===== src/logic/rlb_pkg.sv =====
package rlb_pkg;

    // ************************************************
    // stored word formats, one-hot
    // ************************************************
    typedef enum logic [2:0] {
        RLB_FMT_SINT = 3'h1,
        RLB_FMT_SFRAC = 3'h2,
        RLB_FMT_UINT = 3'h4
    } rlb_fmt_t;

    // ************************************************
    // source of the build-time contents, one-hot
    // ************************************************
    typedef enum logic [1:0] {
        RLB_INIT_HEX = 2'h1,
        RLB_INIT_VEC = 2'h2
    } rlb_init_t;

    // ************************************************
    // hex record image: {pad8, type8, offset16, data32}
    // ************************************************
    localparam int RLB_REC_W = 64;
    localparam int RLB_REC_TYPE_LSB = 48;
    localparam int RLB_REC_OFS_LSB = 32;
    localparam logic [7:0] RLB_REC_DATA = 8'h00;
    localparam logic [7:0] RLB_REC_EOF = 8'h01;
    localparam logic [7:0] RLB_REC_ELA = 8'h04;
    localparam logic [63:0] RLB_REC_EOF_ONLY = 64'h0001_0000_0000_0000;
    localparam int RLB_VEC_ELEM_W = 32;

    // ************************************************
    // register map (byte addresses)
    // ************************************************
    localparam logic [7:0] RLB_OFS_CTRL = 8'h00;
    localparam logic [7:0] RLB_OFS_ADDR_CUR = 8'h04;
    localparam logic [7:0] RLB_OFS_PEEK_ADDR = 8'h08;
    localparam logic [7:0] RLB_OFS_PEEK_DATA = 8'h0C;
    localparam logic [7:0] RLB_OFS_PHASE = 8'h10;
    localparam int RLB_CTRL_RUN_BIT = 0;
    localparam logic [31:0] RLB_CTRL_RST = 32'h0000_0001;

    // ************************************************
    // axi4-lite responses
    // ************************************************
    localparam logic [1:0] RLB_RESP_OKAY = 2'h0;
    localparam logic [1:0] RLB_RESP_SLVERR = 2'h2;
    localparam logic [1:0] RLB_RESP_DECERR = 2'h3;

endpackage : rlb_pkg


===== src/logic/rlb_rom.sv =====
// Behaviour
// - the memory is read-only; nothing, including the bus, can change a stored word.
// - the incoming address is captured in a register and that register drives the read.
// - an optional output register adds one clock of latency, else data comes straight from the read.
// - the clock enable never gates the output register, which updates every clock.
// - the clock enable is honoured only when the enable option is built in.
// - the depth in words is a build parameter; valid addresses are zero to depth minus one.
// - the word format is signed integer, signed fractional or unsigned integer.
// - for the signed formats the output msb is the two's complement sign bit.
// - contents are fixed at build time from a hex record image or an initialization vector.
// - the hex image may use extended linear address records for 32-bit addressing.
// - a binary phase string selects the enabled clock phases, a one marking each.
//
// Design decisions made here: register access over AXI4-Lite and the register offsets.
module rlb_rom
    import rlb_pkg::*;
#(
    parameter int AW = 8,
    parameter int DEPTH = 256,
    parameter rlb_fmt_t FMT = RLB_FMT_UINT,
    parameter int INT_W = 8,
    parameter int FRAC_W = 0,
    parameter bit REG_OUT = 1'b1,
    parameter bit USE_ENA = 1'b1,
    parameter rlb_init_t INIT_SRC = RLB_INIT_VEC,
    parameter int VEC_LEN = 1,
    parameter logic [VEC_LEN*32-1:0] INIT_VEC = '0,
    parameter int HEX_NREC = 1,
    parameter logic [HEX_NREC*64-1:0] HEX_REC = RLB_REC_EOF_ONLY,
    parameter int PHASE_LEN = 1,
    parameter logic [PHASE_LEN-1:0] PHASE_MASK = '1,
    localparam int DW = (FMT == RLB_FMT_SFRAC) ? INT_W + FRAC_W : INT_W,
    localparam int PW = (PHASE_LEN > 1) ? $clog2(PHASE_LEN) : 1
) (
    input wire logic clk_sys,
    input wire logic rst_n,
    // datapath side
    input wire logic [AW-1:0] rom_addr,
    input wire logic ena,
    output logic [DW-1:0] rom_data,
    // axi4-lite slave
    input wire logic [7:0] s_axi_awaddr,
    input wire logic s_axi_awvalid,
    output logic s_axi_awready,
    input wire logic [31:0] s_axi_wdata,
    input wire logic [3:0] s_axi_wstrb,
    input wire logic s_axi_wvalid,
    output logic s_axi_wready,
    output logic [1:0] s_axi_bresp,
    output logic s_axi_bvalid,
    input wire logic s_axi_bready,
    input wire logic [7:0] s_axi_araddr,
    input wire logic s_axi_arvalid,
    output logic s_axi_arready,
    output logic [31:0] s_axi_rdata,
    output logic [1:0] s_axi_rresp,
    output logic s_axi_rvalid,
    input wire logic s_axi_rready
);

    // ************************************************
    // storage
    // ************************************************
    // no write port
    logic [DW-1:0] mem [DEPTH];

    // build-time contents, everything else stays zero
    // pick the content source
    initial begin
        logic [15:0] ela;
        logic [63:0] rec;
        logic [31:0] wa;
        bit done;
        ela = '0;
        rec = '0;
        wa = '0;
        done = 1'b0;
        for (int i = 0; i < DEPTH; i++) begin
            mem[i] = '0;
        end
        if (INIT_SRC == RLB_INIT_VEC) begin
            for (int i = 0; i < VEC_LEN && i < DEPTH; i++) begin
                mem[i] = INIT_VEC[i*RLB_VEC_ELEM_W +: DW];
            end
        end else begin
            for (int r = 0; r < HEX_NREC; r++) begin
                rec = HEX_REC[r*RLB_REC_W +: RLB_REC_W];
                if (!done) begin
                    case (rec[RLB_REC_TYPE_LSB +: 8])
                        RLB_REC_ELA: begin
                            ela = rec[15:0];
                        end
                        RLB_REC_DATA: begin
                            wa = {ela, rec[RLB_REC_OFS_LSB +: 16]};
                            if (wa < 32'(DEPTH)) begin
                                mem[wa] = rec[DW-1:0];
                            end
                        end
                        RLB_REC_EOF: begin
                            done = 1'b1;
                        end
                        default: begin
                            done = done;
                        end
                    endcase
                end
            end
        end
    end

    // ************************************************
    // phase selection
    // ************************************************
    wire logic phase_hit;
    wire logic [PW-1:0] phase_idx;

    rlb_phase_gen #(
        .PHASE_LEN(PHASE_LEN),
        .PHASE_MASK(PHASE_MASK)
    ) u_phase (
        .clk_sys(clk_sys),
        .rst_n(rst_n),
        .phase_hit(phase_hit),
        .phase_idx(phase_idx)
    );

    // ************************************************
    // address capture and read
    // ************************************************
    logic [AW-1:0] addr_ff;
    logic [31:0] ctrl_ff;
    wire logic ena_eff;
    wire logic cap_en;
    wire logic addr_ok;
    wire logic [DW-1:0] rd_word;

    assign ena_eff = USE_ENA ? ena : 1'b1;
    assign cap_en = ena_eff & phase_hit & ctrl_ff[RLB_CTRL_RUN_BIT];

    always_ff @(posedge clk_sys) begin
        if (!rst_n) begin
            addr_ff <= '0;
        end else if (cap_en) begin
            addr_ff <= rom_addr;
        end
    end

    assign addr_ok = (32'(addr_ff) < 32'(DEPTH));
    // in the signed formats the word is stored two's complement, msb is sign
    assign rd_word = addr_ok ? mem[addr_ok ? addr_ff : '0] : '0;

    generate
        if (REG_OUT) begin : g_reg_out
            logic [DW-1:0] q_ff;
            always_ff @(posedge clk_sys) begin
                if (!rst_n) begin
                    q_ff <= '0;
                end else begin
                    q_ff <= rd_word;
                end
            end
            assign rom_data = q_ff;
        end else begin : g_comb_out
            assign rom_data = rd_word;
        end
    endgenerate

    // ************************************************
    // bus write channel
    // ************************************************
    logic aw_held_ff;
    logic w_held_ff;
    logic [7:0] awaddr_ff;
    logic [31:0] wdata_ff;
    logic [3:0] wstrb_ff;
    logic bvalid_ff;
    logic [1:0] bresp_ff;
    logic awready_ff;
    logic wready_ff;
    logic [AW-1:0] peek_ff;
    wire logic aw_take;
    wire logic w_take;
    wire logic aw_have;
    wire logic w_have;
    wire logic [7:0] wr_addr;
    wire logic [31:0] wr_data;
    wire logic [3:0] wr_strb;
    wire logic wr_go;
    wire logic wr_ctrl;
    wire logic wr_peek;
    wire logic wr_ro;
    wire logic b_done;
    wire logic nxt_aw_held;
    wire logic nxt_w_held;
    wire logic nxt_bvalid;
    wire logic [31:0] strb_mask;
    wire logic [1:0] nxt_bresp;

    assign aw_take = s_axi_awvalid & awready_ff;
    assign w_take = s_axi_wvalid & wready_ff;
    assign aw_have = aw_held_ff | aw_take;
    assign w_have = w_held_ff | w_take;
    assign wr_addr = aw_held_ff ? awaddr_ff : s_axi_awaddr;
    assign wr_data = w_held_ff ? wdata_ff : s_axi_wdata;
    assign wr_strb = w_held_ff ? wstrb_ff : s_axi_wstrb;
    assign wr_go = aw_have & w_have & ~bvalid_ff;
    assign b_done = bvalid_ff & s_axi_bready;

    // write decode
    assign wr_ctrl = (wr_addr == RLB_OFS_CTRL);
    assign wr_peek = (wr_addr == RLB_OFS_PEEK_ADDR);
    // word, status and phase registers refuse writes
    assign wr_ro = (wr_addr == RLB_OFS_PEEK_DATA) | (wr_addr == RLB_OFS_ADDR_CUR)
                   | (wr_addr == RLB_OFS_PHASE);
    assign nxt_bresp = (wr_ctrl | wr_peek) ? RLB_RESP_OKAY
                     : wr_ro ? RLB_RESP_SLVERR : RLB_RESP_DECERR;
    assign strb_mask = {{8{wr_strb[3]}}, {8{wr_strb[2]}}, {8{wr_strb[1]}}, {8{wr_strb[0]}}};

    assign nxt_aw_held = aw_have & ~wr_go;
    assign nxt_w_held = w_have & ~wr_go;
    assign nxt_bvalid = wr_go | (bvalid_ff & ~s_axi_bready);

    // address and data latches, response flag
    always_ff @(posedge clk_sys) begin
        if (!rst_n) begin
            aw_held_ff <= 1'b0;
            w_held_ff <= 1'b0;
            bvalid_ff <= 1'b0;
            awready_ff <= 1'b0;
            wready_ff <= 1'b0;
            bresp_ff <= RLB_RESP_OKAY;
        end else begin
            aw_held_ff <= nxt_aw_held;
            w_held_ff <= nxt_w_held;
            bvalid_ff <= nxt_bvalid;
            awready_ff <= ~nxt_aw_held & ~nxt_bvalid;
            wready_ff <= ~nxt_w_held & ~nxt_bvalid;
            bresp_ff <= wr_go ? nxt_bresp : b_done ? RLB_RESP_OKAY : bresp_ff; // okay again once answered
        end
    end

    // payload capture
    always_ff @(posedge clk_sys) begin
        if (aw_take) begin
            awaddr_ff <= s_axi_awaddr;
        end
        if (w_take) begin
            wdata_ff <= s_axi_wdata;
            wstrb_ff <= s_axi_wstrb;
        end
    end

    // control and peek address, byte-lane writes
    always_ff @(posedge clk_sys) begin
        if (!rst_n) begin
            ctrl_ff <= RLB_CTRL_RST;
            peek_ff <= '0;
        end else if (wr_go && wr_ctrl) begin
            ctrl_ff <= (ctrl_ff & ~strb_mask) | (wr_data & strb_mask & RLB_CTRL_RST);
        end else if (wr_go && wr_peek) begin
            peek_ff <= AW'((32'(peek_ff) & ~strb_mask) | (wr_data & strb_mask));
        end
    end

    assign s_axi_awready = awready_ff;
    assign s_axi_wready = wready_ff;
    assign s_axi_bvalid = bvalid_ff;
    assign s_axi_bresp = bresp_ff;

    // ************************************************
    // bus read channel
    // ************************************************
    logic rvalid_ff;
    logic arready_ff;
    logic [31:0] rdata_ff;
    logic [1:0] rresp_ff;
    wire logic ar_take;
    wire logic peek_ok;
    wire logic [DW-1:0] peek_word;
    wire logic [31:0] peek_ext;
    wire logic [31:0] nxt_rdata;
    wire logic [1:0] nxt_rresp;
    wire logic sign_fmt;

    assign ar_take = s_axi_arvalid & arready_ff;
    assign peek_ok = (32'(peek_ff) < 32'(DEPTH));
    assign peek_word = peek_ok ? mem[peek_ok ? peek_ff : '0] : '0;
    assign sign_fmt = (FMT != RLB_FMT_UINT);
    // sign extend signed formats onto the bus
    assign peek_ext = {{(32-DW){sign_fmt & peek_word[DW-1]}}, peek_word};

    // read decode
    assign nxt_rdata = (s_axi_araddr == RLB_OFS_CTRL) ? ctrl_ff
                     : (s_axi_araddr == RLB_OFS_ADDR_CUR) ? 32'(addr_ff)
                     : (s_axi_araddr == RLB_OFS_PEEK_ADDR) ? 32'(peek_ff)
                     : (s_axi_araddr == RLB_OFS_PEEK_DATA) ? peek_ext
                     : (s_axi_araddr == RLB_OFS_PHASE) ? 32'(phase_idx)
                     : 32'h0000_0000;
    assign nxt_rresp = ((s_axi_araddr == RLB_OFS_CTRL) | (s_axi_araddr == RLB_OFS_ADDR_CUR)
                       | (s_axi_araddr == RLB_OFS_PEEK_ADDR) | (s_axi_araddr == RLB_OFS_PEEK_DATA)
                       | (s_axi_araddr == RLB_OFS_PHASE)) ? RLB_RESP_OKAY : RLB_RESP_DECERR;

    // one read in flight
    always_ff @(posedge clk_sys) begin
        if (!rst_n) begin
            rvalid_ff <= 1'b0;
            arready_ff <= 1'b0;
            rdata_ff <= '0;
            rresp_ff <= RLB_RESP_OKAY;
        end else if (ar_take) begin
            rvalid_ff <= 1'b1;
            arready_ff <= 1'b0;
            rdata_ff <= nxt_rdata;
            rresp_ff <= nxt_rresp;
        end else if (rvalid_ff && s_axi_rready) begin
            rvalid_ff <= 1'b0;
            arready_ff <= 1'b1;
        end else if (!rvalid_ff) begin
            arready_ff <= 1'b1;
        end
    end

    assign s_axi_arready = arready_ff;
    assign s_axi_rvalid = rvalid_ff;
    assign s_axi_rdata = rdata_ff;
    assign s_axi_rresp = rresp_ff;

endmodule : rlb_rom


===== src/logic/rlb_phase_gen.sv =====
module rlb_phase_gen
    import rlb_pkg::*;
#(
    parameter int PHASE_LEN = 1,
    parameter logic [PHASE_LEN-1:0] PHASE_MASK = '1,
    localparam int CW = (PHASE_LEN > 1) ? $clog2(PHASE_LEN) : 1
) (
    input wire logic clk_sys,
    input wire logic rst_n,
    output logic phase_hit,
    output logic [CW-1:0] phase_idx
);

    // ************************************************
    // phase counter
    // ************************************************
    logic [CW-1:0] cnt_ff;
    logic [CW-1:0] nxt_cnt;
    logic hit_ff;
    wire logic cnt_wrap;

    // the counter runs on every clock, one phase per sample
    assign cnt_wrap = (cnt_ff == CW'(PHASE_LEN - 1));
    assign nxt_cnt = cnt_wrap ? '0 : cnt_ff + CW'(1);

    // leftmost string character is the first phase
    function automatic logic mask_at(input logic [CW-1:0] idx);
        mask_at = PHASE_MASK[PHASE_LEN - 1 - int'(idx)];
    endfunction : mask_at

    // counter and registered phase hit
    // phase string decode
    always_ff @(posedge clk_sys) begin
        if (!rst_n) begin
            cnt_ff <= '0;
            hit_ff <= PHASE_MASK[PHASE_LEN-1];
        end else begin
            cnt_ff <= nxt_cnt;
            hit_ff <= mask_at(nxt_cnt);
        end
    end

    assign phase_hit = hit_ff;
    assign phase_idx = cnt_ff;

endmodule : rlb_phase_gen


===== config.mk =====
export PLATFORM = sky130hd
export DESIGN_NAME = rlb_rom
export DESIGN_NICKNAME = d
export VERILOG_FILES = /design/src/logic/rlb_pkg.sv /design/src/logic/rlb_rom.sv /design/src/logic/rlb_phase_gen.sv
export SDC_FILE = /design/constraint.sdc
export NUM_CORES = 1
export LEC_CHECK = 0
export BUFFER_PORTS_ARGS = -buffer_cell sky130_fd_sc_hd__buf_2
export CAP_MARGIN = 20
export CORE_AREA = 2 2 88 90
export CTS_BUF_LIST = sky130_fd_sc_hd__clkbuf_4
export DETAILED_ROUTE_END_ITERATION = 7
export DIE_AREA = 0 0 90 92
export HOLD_SLACK_MARGIN = 0.05
export PLACE_DENSITY_LB_ADDON = 0.05
export SLEW_MARGIN = 20
export SYNTH_ARGS = -nofsm -noshare
export SYNTH_HDL_FRONTEND = slang
export SYNTH_SLANG_ARGS = --single-unit

===== constraint.sdc =====
create_clock -name clk_sys -period 4.65 [get_ports clk_sys]
set_input_delay 0.6975 -clock clk_sys [delete_from_list [all_inputs] [get_ports clk_sys]]
set_output_delay 0.6975 -clock clk_sys [all_outputs]
set_load 0.02 [all_outputs]

== After elaboration in Yosys (flattened, before gate mapping) ==
Index checks and enable logic that the tools add are counted.
W data, S select, Z words.
Storage, ports and cells
  word-level logic and storage cells: 97
  output and inout port bits: 49
  register bits after elaboration: 121
  input bits: 68
Operators by class
  $add $sub $neg: 2
  bitwise logic cells: 37
  multiplexer cells: 20
  eq/ne operators: 9
  reductions and logical operators: 9
  $lt $le $gt $ge: 1
Operators with widths (count)
  $mux W8: 5
  $and A32 B32 Y32: 1
  $eq A8 B4 Y1 const B: 4
  $lt A32 B2 Y1 const B: 1
  $mux W32: 1
  $not A32 Y32: 1
  $or A32 B1 Y32: 1
  $and A8 B8 Y8: 2
  $eq A8 B3 Y1 const B: 2
  $eq A8 B5 Y1 const B: 2
  $logic_not A8 Y1: 2
  $and A1 B1 Y1: 13
  $or A1 B1 Y1: 10
  $mux W1: 9
  $mux W2: 4
  $not A1 Y1: 8
  $or A8 B8 Y8: 1
  $mux W4: 1
  $reduce_bool A2 Y1: 2
  $logic_and A1 B1 Y1: 3
  $ne A2 B1 Y1 const B: 1
  $reduce_and A2 Y1: 1
  $reduce_or A2 Y1: 1
  $sub A1 B1 Y2 const A: 1
  $add A1 B1 Y1 const B: 1

== Logic depth before layout (Yosys ltp) ==
Gate-level depths: netlist of the first run.
  depth in word-level cells: 8
  mapped depth: 6
  mapped depth without buffers: 4

== Hierarchy ==
From an unflattened synthesis of the first run, not the netlist that was laid out.
Second synthesis, totals
  cell total of the unflattened synthesis: 376
  area total of the unflattened synthesis: 4170.2 µm²
Modules (own cells, without submodules)
  rlb_rom: cells an instance 372, seq. area each 2402.3 µm², area each 4147.7 µm², times used 1
  rlb_phase_gen: cells an instance 4, seq. area each 0.0 µm², area each 22.5 µm², times used 1

== Least setup slack after synthesis of the first run ==
Ideal clock, no wire load.
  path kind: input port to flip-flop
  from: in s_axi_awaddr[5]
  to: reg (tool-made name)
  setup time: 0.121 ns
  arrival time: 2.505 ns
  path buffers: 1
  cell stages on the path: 5
  setup slack: 2.024 ns
  cell sequence: or4_1 a222oi_1 nand3b_1 buf_4 mux2_4
RTL lines
  from (decl): line rlb_rom.sv:42  | input wire logic [7:0] s_axi_awaddr,

== Worst setup path after layout of the first run ==
  from: reg w_held_ff
  to: reg ctrl_ff[24]
On the way
  longest elaborated chain between the ends: 4
Ends and longest elaborated chain
  from (decl): line rlb_rom.sv:172  | logic w_held_ff;
  from (signal assigned): line rlb_rom.sv:234  | w_held_ff <= nxt_w_held;
  $or A1 B1 Y1 / $mux W4 (equally long branches): line rlb_rom.sv:202, rlb_rom.sv:205
  $and A1 B1 Y1 / $not A32 Y32 (equally long branches)
  $and A1 B1 Y1 / $and A32 B32 Y32 (equally long branches): line rlb_rom.sv:206, rlb_rom.sv:259
  $logic_and A1 B1 Y1 / $or A32 B1 Y32 (equally long branches): line rlb_rom.sv:258, rlb_rom.sv:259
  to (signal assigned): line rlb_rom.sv:259  | ctrl_ff <= (ctrl_ff & ~strb_mask) | (wr_data & strb_mask & RLB_CTRL_RST);
  to (decl): line rlb_rom.sv:131  | logic [31:0] ctrl_ff;
Parallel ways exist; a longest one is shown, timed or not.
A chain may end at the register's enable or synchronous reset.

==> results of run 1 <==
## final cells by class
type                            instances  area, µm²  share of cell area
Inverter                                1       3.75            0.000809
Clock buffer                            9       67.6              0.0146
Clock inverter                          7       83.8              0.0181
Multi-Input combinational cell        245       1510               0.324
Tap cell                              102        128              0.0275
Sequential cell                       110       2400               0.518
Timing Repair Buffer                   87        450              0.0971
## synthesized netlist by cell type
library cell | n | area share
o21ai_0 | 4 | 0.0050
nand2_1 | 28 | 0.026
or3_1 | 2 | 0.0031
or4b_1 | 1 | 0.0025
dfxtp_1 | 90 | 0.45
nor3_1 | 7 | 0.0087
conb_1 | 1 | 0.00093
nor3b_1 | 1 | 0.0019
o2111ai_1 | 1 | 0.0022
inv_2 | 1 | 0.00093
and4_1 | 1 | 0.0022
mux2i_1 | 17 | 0.042
or4bb_1 | 1 | 0.0028
a21oi_1 | 20 | 0.025
a22oi_1 | 25 | 0.046
mux2_4 | 1 | 0.0037
a211oi_1 | 1 | 0.0019
and2_1 | 35 | 0.054
nand3_1 | 16 | 0.020
nand3b_1 | 1 | 0.0019
buf_1 | 2 | 0.0019
a222oi_1 | 1 | 0.0025
nand4b_1 | 1 | 0.0022
a31oi_1 | 3 | 0.0047
nor2b_1 | 2 | 0.0031
a41oi_1 | 3 | 0.0065
edfxtp_1 | 20 | 0.15
clkbuf_1 | 18 | 0.017
o2bb2ai_1 | 8 | 0.017
nor2_1 | 31 | 0.029
o211ai_1 | 8 | 0.015
nand2b_1 | 9 | 0.014
or4_1 | 2 | 0.0037
nor4_1 | 1 | 0.0016
buf_4 | 11 | 0.020
or3b_2 | 2 | 0.0043
mux2_2 | 4 | 0.011
## stage by stage
stage                     power [mW]  instance area [µm²]
after global routing            1.67                 4640
after detailed placement        1.14                 4490
after global placement          1.14                 4470
final                           1.60                 4640
after CTS                       1.62                 4640
after floorplan                 1.10                 4060
## registers in the layout (all words and copies together) (netlist names), 2 cells and up, named ones only
register and cells:
addr_ff 8, s_axi_bresp 2, awaddr_ff 8, wstrb_ff 4, wdata_ff 8, s_axi_rdata 32, ctrl_ff 31
## layout by cell type, fill, tap and decap left out, drive strengths merged, types with 7 or more instances in the layout
master   Yosys  layout
conb         1       8
nor2        31      31
nand3       16      16
mux2i       17      17
a21oi       20      20
o211ai       8       8
dfxtp       90      90
edfxtp      20      20
buf         13      87
nand2b       9       9
a22oi       25      25
nand2       28      28
clkbuf      18       9
and2        35      35
o2bb2ai      8       8
nor3         7       7
## per-layer routing
layer / vias to the layer above / wire length [µm] / track usage
li1: 1480 / - / -
met1: 1388 / 3510 / 0.243
met2: 60 / 3810 / 0.335
met3: 7 / 387 / 0.0624
met4: 0 / 81 / 0.0526
met5: - / 0 / 0
## critical path: stages, from the launching register on
cell and delay [ns]:
dfxtp_1 0.88, a21oi_1 0.13, nor3_1 0.73, a41oi_1 0.53
and2_1 0.33
## how the worst max path moves through the flow
| stage | end |
|---|---|
| 3_5_place_dp | register |
| 2_1_floorplan | register |
| 5_1_grt | ctrl_ff[28] |
| 4_1_cts | ctrl_ff[24] |
| 3_3_place_gp | register |
| 6_report | ctrl_ff[24] |
## power breakdown
part	switching [mW]	total, mW	internal, mW	leakage (nW)
registers	0.0139	1.01	0.992	0.913
clock network	0.342	0.475	0.133	0.0820
logic	0.0729	0.115	0.0418	0.907
total	0.429	1.60	1.17	1.90
## logic make-up after synthesis
logic type             count (synthesis)  synth area share
buffers and inverters                 32            0.0400
muxes                                 22            0.0570
AOI/OAI and AO/OA                     74             0.126
other                                  1          0.000929
DFF                                  110             0.595
and+or+nand+nor                      141             0.181
==> metrics, run 1 <==
critical hold path startpoint=s_axi_awaddr[0]; worst setup margin=1.98 ns; WHS=0.408 ns; fill count=682; Max-cap violations=0; Max Slew Vio Count=0; residual DRC count=0; Hold Path End=awaddr_ff[0]; Worst-path clk slew=0.19 ns; fmax=0.374 GHz; detailed-route via count=2935; Worst Setup Path Type=reg2reg; Synth Cell Area=4040 µm²; vias in the first global route=2823; worst slew pin tran=0.905 ns; final clock skew=0.0239 ns; RSZ-0062 raised after global routing=no; Rel. slew slack=0.392; initial antenna violation count=0; Final #Nets=522; worst hold path class=in2reg; pre-CTS WS=1.77 ns; hold path depth=1; first drt pass iteration count=5; clock latency on the worst-skew pair=0.46 ns; pin count of the biggest net entering global routing=53; clock sink count=110; setup violators final=0; antenna diode count=0; crit-path max FO=22; CP Launch Type=register; Final min period=2.67 ns; final core utilization=0.623; CTS max path bufs=2; share of cells above drive strength 1=0.244; grt total ovfl=0; Critical path origin=w_held_ff; Layout Area Growth over Synthesis=15.0%; syn_area_per_cell=10.6 µm²; final wirelength=7.79 mm; placed insts=545; post-CTS sizing=0; H-tree depth=3; yosys warns=0; CTS tree=built; peak supply drop=0.199 mV; Starting DRT DRC Count=102; hold_buf cts=0; Critical R2R Capture=ctrl_ff[24]; CTS Root Cell=clkbuf_4; FF-to-FF Start=w_held_ff; sequential area share after synthesis=0.595; FF-to-FF setup slack=1.98 ns; antenna-violating nets left=0; Yosys reg bits=110; Leak Pwr=1.90 nW; final hold violation count=0; width of the chip=90 µm; GPL Wtd Cong=0.771; status=finished, final reports clean; Post-CTS Setup Inserts=0; Port Buffers=84; fin cells=561; CTS Buf Count=9; Setup TNS Final=0 ns; area of the core=7450 µm²; vias per cell=5.23; dpl hpwl=5.47 mm; Synth Instances=380; DIE HEIGHT=92 µm; Arrival @ worst endpoint=3.06 ns; Pwr Density=344 nW/µm²; GRT Overall Usage=0.197; wire per inst=13.9 µm; worst r2r path cells=4; first-pass GRT wire length=13.1 mm; Initial Util=0.542; Worst Path Required=5.04 ns; IO Pins=117; post-synth cell types=37; Tcrit/Tclk final=0.575; number of core rows=32; Crit. End Element=register; Die Area=8280 µm²
No activity file was read; power rests on OpenSTA's default activity.
==> run 2, diff against run 1 <==
--- a/config.mk
+++ b/config.mk
@@ -5,12 +5,13 @@
 export SDC_FILE = /design/constraint.sdc
 export NUM_CORES = 1
 export LEC_CHECK = 0
+export ABC_AREA = 1
 export BUFFER_PORTS_ARGS = -buffer_cell sky130_fd_sc_hd__buf_2
 export CAP_MARGIN = 20
-export CORE_AREA = 2 2 88 90
+export CORE_AREA = 2 2 98 100
 export CTS_BUF_LIST = sky130_fd_sc_hd__clkbuf_4
 export DETAILED_ROUTE_END_ITERATION = 7
-export DIE_AREA = 0 0 90 92
+export DIE_AREA = 0 0 100 102
 export HOLD_SLACK_MARGIN = 0.05
 export PLACE_DENSITY_LB_ADDON = 0.05
 export SLEW_MARGIN = 20
==> constraint.sdc (replaced) <==
create_clock -name clk_sys -period 2.39 [get_ports clk_sys]
set_input_delay 0.3585 -clock clk_sys [delete_from_list [all_inputs] [get_ports clk_sys]]
set_output_delay 0.3585 -clock clk_sys [all_outputs]
set_load 0.02 [all_outputs]
==> metrics, run 2 <==
max reg flops=32; placed insts=700; most frequent cell after synthesis=nand2_1; pre-CTS WS=0.631 ns; Max Slew Vio Count=0; GRT Overall Usage=0.178; FF-to-FF setup slack=0.62 ns; initial antenna violation count=0; Die Area=10200 µm²; Tcrit/Tclk final=0.741; CTS tree=built; Worst Setup Path Type=reg2reg; FF-to-FF Start=aw_held_ff; Setup TNS Final=0 ns; hold_buf cts=2; Initial Util=0.481; worst slew pin tran=0.522 ns; syn_area_per_cell=8.35 µm²; number of core rows=35; yosys warns=0; IO Pins=117; Yosys reg bits=110; crit-path max FO=18; post-CTS sizing=0; Starting DRT DRC Count=108; Pwr Density=652 nW/µm²; setup violators final=0; Rel. slew slack=0.652; DIE HEIGHT=102 µm; wire per inst=12.0 µm; worst hold path class=in2reg; Synth Instances=525; WHS=0.0964 ns; commonest cells in the netlist=111 x nand2_1, 90 x dfxtp_1, 70 x nand3_1; peak supply drop=0.401 mV; Synth Cell Area=4380 µm²; Final min period=1.77 ns; fin cells=718; antenna diode count=0; vias in the first global route=3201; status=finished, final reports clean; fill count=902; worst r2r path cells=7; total chip power=3.27 mW; share of cells above drive strength 1=0.203; post-synth cell types=32; antenna-violating nets left=0; multi-input logic area=1610 µm²; EDFF count, synth=20; vias per cell=4.78; CTS Buf Count=9; Arrival @ worst endpoint=2.10 ns; most common cell after layout, fill and taps aside=nand2_1; final hold violation count=0; register area=2400 µm²; clock sink count=110; first-pass GRT wire length=14.5 mm; Post-CTS Setup Inserts=0; Critical path origin=aw_held_ff; dpl hpwl=6.02 mm; area of the core=9110 µm²; share of flip-flops with an asynchronous set or reset=0; Worst Path Required=2.72 ns; Crit. End Element=register; CTS Root Cell=clkbuf_4; Max-cap violations=0; worst setup margin=0.619 ns; area share of the leading cell type in the synthesized netlist=0.411; clock latency on the worst-skew pair=0.44 ns; final wirelength=8.64 mm; design area=5020 µm²; final clock skew=0.0226 ns; detailed-route via count=3434; most frequent cells in the layout=111 x nand2_1, 90 x dfxtp_1, 84 x buf_2; first drt pass iteration count=4; Leak Pwr=2.37 nW; CP Launch Type=register; ranking of synthesized cells by area=dfxtp_1 41%, edfxtp_1 14%, nand2_1 9.5%, nand3_1 8.0%, nor2_1 4.5%; H-tree depth=3; residual DRC count=0; GPL Wtd Cong=0.784; Primary FF master, synth=dfxtp_1; grt total ovfl=0; Port Buffers=84; Post-DP Area=4830 µm²; Worst-path clk slew=0.16 ns; pin count of the biggest net entering global routing=38; Layout Area Growth over Synthesis=14.4%; Yosys top cell by area=dfxtp_1; sequential area share after synthesis=0.548; CTS max path bufs=2; fmax=0.565 GHz; final core utilization=0.551; Final #Nets=670; RSZ-0062 raised after global routing=no; width of the chip=100 µm
run 2: changes by cell type after synthesis, sizes merged, moves of 9 or more:
cell    previous run  this run
a22oi             25         0
and2              35         0
buf               13        26
clkbuf            18         7
inv                1        52
mux2i             17         8
nand2             28       117
nand2b             9         0
nand3             16        74
nor2              31        57
o21ai              4        38
run 2: cell families after synthesis:
| logic type | after synthesis | synth area share |
|---|---|---|
| simple gates | 253 | 0.258 |
| flops | 110 | 0.548 |
| buf+inv | 87 | 0.0919 |
| compound gates | 66 | 0.0833 |
| mux | 8 | 0.0183 |
| other cells | 1 | 0.000855 |
run 2: worst min-delay path by stage:
stage               cells past startpoint            start  slack (ns)      endpoint
floorplan                               2       ctrl_ff[1]        0.42    ctrl_ff[1]
detailed placement                      2       ctrl_ff[3]        0.43    ctrl_ff[3]
global placement                        2       ctrl_ff[2]        0.43    ctrl_ff[2]
CTS                                     1  s_axi_awaddr[7]        0.05  awaddr_ff[7]
finish                                  1  s_axi_awaddr[0]         0.1  awaddr_ff[0]
global route                            1  s_axi_awaddr[5]        0.05  awaddr_ff[5]
run 2: routing by layer:
layer | GRT usage | up-vias | part of all wire
li1 | - | 1835 | -
met1 | 0.235 | 1519 | 0.50
met2 | 0.290 | 75 | 0.45
met3 | 0.0486 | 5 | 0.048
met4 | 0.0506 | 0 | 0.0074
met5 | 0 | - | 0
run 2: power by group:
part | leakage (nW) | total [mW] | switching [mW] | internal (mW)
logic | 1.37 | 0.288 | 0.193 | 0.0950
clock network | 0.0887 | 1.03 | 0.596 | 0.432
registers | 0.914 | 1.95 | 0.0216 | 1.93
total | 2.37 | 3.27 | 0.810 | 2.46
run 2: layout make-up:
cell class / instances / area share
clock buffers: 9 / 0.0135
flip-flops and latches: 110 / 0.479
repair buffers: 92 / 0.0993
well taps: 111 / 0.0277
inverters: 54 / 0.0414
clock inverters: 7 / 0.0190
multi-input cells: 335 / 0.320
run 2: worst max-delay path, cell delays in order (launching register included):
cell     delay, ns
dfxtp_1       0.59
inv_6         0.09
nand2_4       0.10
nand3_4       0.11
a21oi_4       0.40
nand2_2       0.21
nand2_1       0.10
nand3_1       0.06
==> run 3, diff against run 2 <==
--- a/config.mk
+++ b/config.mk
@@ -5,13 +5,13 @@
 export SDC_FILE = /design/constraint.sdc
 export NUM_CORES = 1
 export LEC_CHECK = 0
-export ABC_AREA = 1
+export ABC_AREA = 0
 export BUFFER_PORTS_ARGS = -buffer_cell sky130_fd_sc_hd__buf_2
 export CAP_MARGIN = 20
-export CORE_AREA = 2 2 98 100
+export CORE_AREA = 2 2 91 93
 export CTS_BUF_LIST = sky130_fd_sc_hd__clkbuf_4
 export DETAILED_ROUTE_END_ITERATION = 7
-export DIE_AREA = 0 0 100 102
+export DIE_AREA = 0 0 93 95
 export HOLD_SLACK_MARGIN = 0.05
 export PLACE_DENSITY_LB_ADDON = 0.05
 export SLEW_MARGIN = 20
==> constraint.sdc (replaced) <==
create_clock -name clk_sys -period 1.7 [get_ports clk_sys]
set_input_delay 0.255 -clock clk_sys [delete_from_list [all_inputs] [get_ports clk_sys]]
set_output_delay 0.255 -clock clk_sys [all_outputs]
set_load 0.02 [all_outputs]
==> metrics, run 3 (synthesized netlist as in run 1, its figures left out) <==
status=complete, but fails checks; failing checks=negative setup slack; max reg flops=32; DIE HEIGHT=95 µm; CTS Buf Count=9; vias in the first global route=2980; Clk network pwr share=0.292; wire per inst=13.6 µm; Starting DRT DRC Count=87; Tcrit/Tclk final=1.21; antenna diode count=0; most frequent cells in the layout=89 x dfxtp_1, 84 x buf_2, 35 x and2_1; first-pass GRT wire length=13.5 mm; critical path's slowest cell=or4b_4; clock sink count=110; pin count of the biggest net entering global routing=43; Final #Nets=569; CTS tree=built; placed insts=567; peak supply drop=0.521 mV; fin cells=611; Arrival @ worst endpoint=2.41 ns; CTS max path bufs=2; final clock skew=0.0217 ns; Max-cap violations=0; Worst Setup Path Type=reg2reg; most common cell after layout, fill and taps aside=dfxtp_1; total chip power=4.46 mW; initial antenna violation count=0; Port Buffers=84; Worst-path clk slew=0.19 ns; Crit. End Element=register; H-tree depth=3; fmax=0.484 GHz; Post-DP Area=4670 µm²; Max Slew Vio Count=0; Sequential Power Share=0.615; FF-to-FF Start=awaddr_ff[5]; Leak Pwr=2.14 nW; CTS Root Cell=clkbuf_4; clock latency on the worst-skew pair=0.45 ns; switching share of power=0.267; slowest stage delay, CP=0.54 ns; Initial Util=0.509; combinational share of power=0.093; grt total ovfl=0; GPL Wtd Cong=0.784; residual DRC count=0; FF-to-FF setup slack=-0.37 ns; Pwr Density=874 nW/µm²; WHS=0.0804 ns; first drt pass iteration count=4; number of core rows=33; Die Area=8840 µm²; final wirelength=8.31 mm; CP Launch Type=register; Worst Path Required=2.04 ns; Final min period=2.07 ns; RSZ-0062 raised after global routing=yes; worst path cell trace=or4b_4 -> a222oi_1 -> buf_4 -> nand3b_1 -> mux2_4; worst hold path class=in2reg; final hold violation count=0; Layout Area Growth over Synthesis=26.4%; worst r2r path cells=5; area of the core=7930 µm²; vias per cell=5.05; Psw=1.19 mW; worst setup margin=-0.365 ns; internal power=3.27 mW; IO Pins=117; crit-path max FO=7; antenna-violating nets left=0; critical hold path startpoint=rom_addr[5]; design area=5100 µm²; width of the chip=93 µm; Hold Path End=addr_ff[5]; share of cells above drive strength 1=0.269; detailed-route via count=3084; hold path depth=3; dpl hpwl=5.69 mm; setup violators final=41; GRT Overall Usage=0.191
-- run 3: changes by cell type in the layout (fill, tap and decap cells not counted), sizes merged, moves of 8 or more --
cell         previous run  this run
nand3                  74        16
o2bb2ai                 0         8
o21ai                  38         4
nand2b                  0         9
nor2                   57        31
mux2i                   8        17
a22oi                   0        25
nand2                 117        28
dlygate4sd3             2        26
buf                    90       108
and2                    0        35
inv                    55         6
-- run 3: what timing repair did --
| action | in CTS | in global routing |
|---|---|---|
| gates resized for setup | 4 | 0 |
| pin swaps | 1 | 0 |
| hold buffers | 26 | 0 |
| setup endpoints to repair | 41 | 41 |
| hold endpoints to repair | 26 | 0 |
| setup buffers | 1 | 1 |
-- run 3: metrics by stage --
stage               TNS (ns)  worst slack [ns]  utilization
CTS                   -12.45            -0.347        0.643
floorplan             -18.59            -0.578            -
global placement      -11.95            -0.323        0.589
global route          -17.77            -0.490        0.644
detailed placement    -12.32            -0.346        0.589
finish                -13.08            -0.365        0.644
-- run 3: per-layer routing --
metal,share of wire,track usage,vias to the layer above
met5,0,0,-
met2,0.51,0.338,43
li1,-,-,1576
met1,0.45,0.236,1460
met4,0.0069,0.0662,0
met3,0.034,0.0351,5
-- run 3: cell type report --
class | count | area, µm²
Clock buffer | 9 | 67.6
Multi-Input combinational cell | 245 | 1530
Timing Repair Buffer | 134 | 890
Clock inverter | 7 | 81.3
Inverter | 1 | 3.75
Fill cell | 692 | 2830
Tap cell | 105 | 131
Sequential cell | 110 | 2400
-- run 3: power by group through the flow --
stage	logic, mW	clock network (mW)	registers [mW]
floorplan	0.213	0	2.81
global placement	0.362	0	2.79
detailed placement	0.367	0	2.80
CTS	0.417	1.35	2.74
global route	0.457	1.44	2.75
finish	0.416	1.30	2.74
-- run 3: how the worst max path moves through the flow --
stage / startpoint / to / slack [ns] / depth (start not counted)
6_report: awaddr_ff[5] / register / -0.37 / 5
5_1_grt: awaddr_ff[5] / register / -0.49 / 6
3_3_place_gp: awaddr_ff[5] / register / -0.32 / 6
2_1_floorplan: aw_held_ff / register / -0.58 / 6
3_5_place_dp: awaddr_ff[5] / register / -0.35 / 6
4_1_cts: awaddr_ff[5] / register / -0.35 / 5
-- run 3: worst max-delay path, delay by kind of cell (launching register included) --
kind | cells | cell delay [ns]
AND/OR/NAND/NOR | 2 | 0.68
AO/OA/AOI/OAI | 1 | 0.33
multiplexers | 1 | 0.33
flip-flops | 1 | 0.41
buffers and inverters | 1 | 0.22
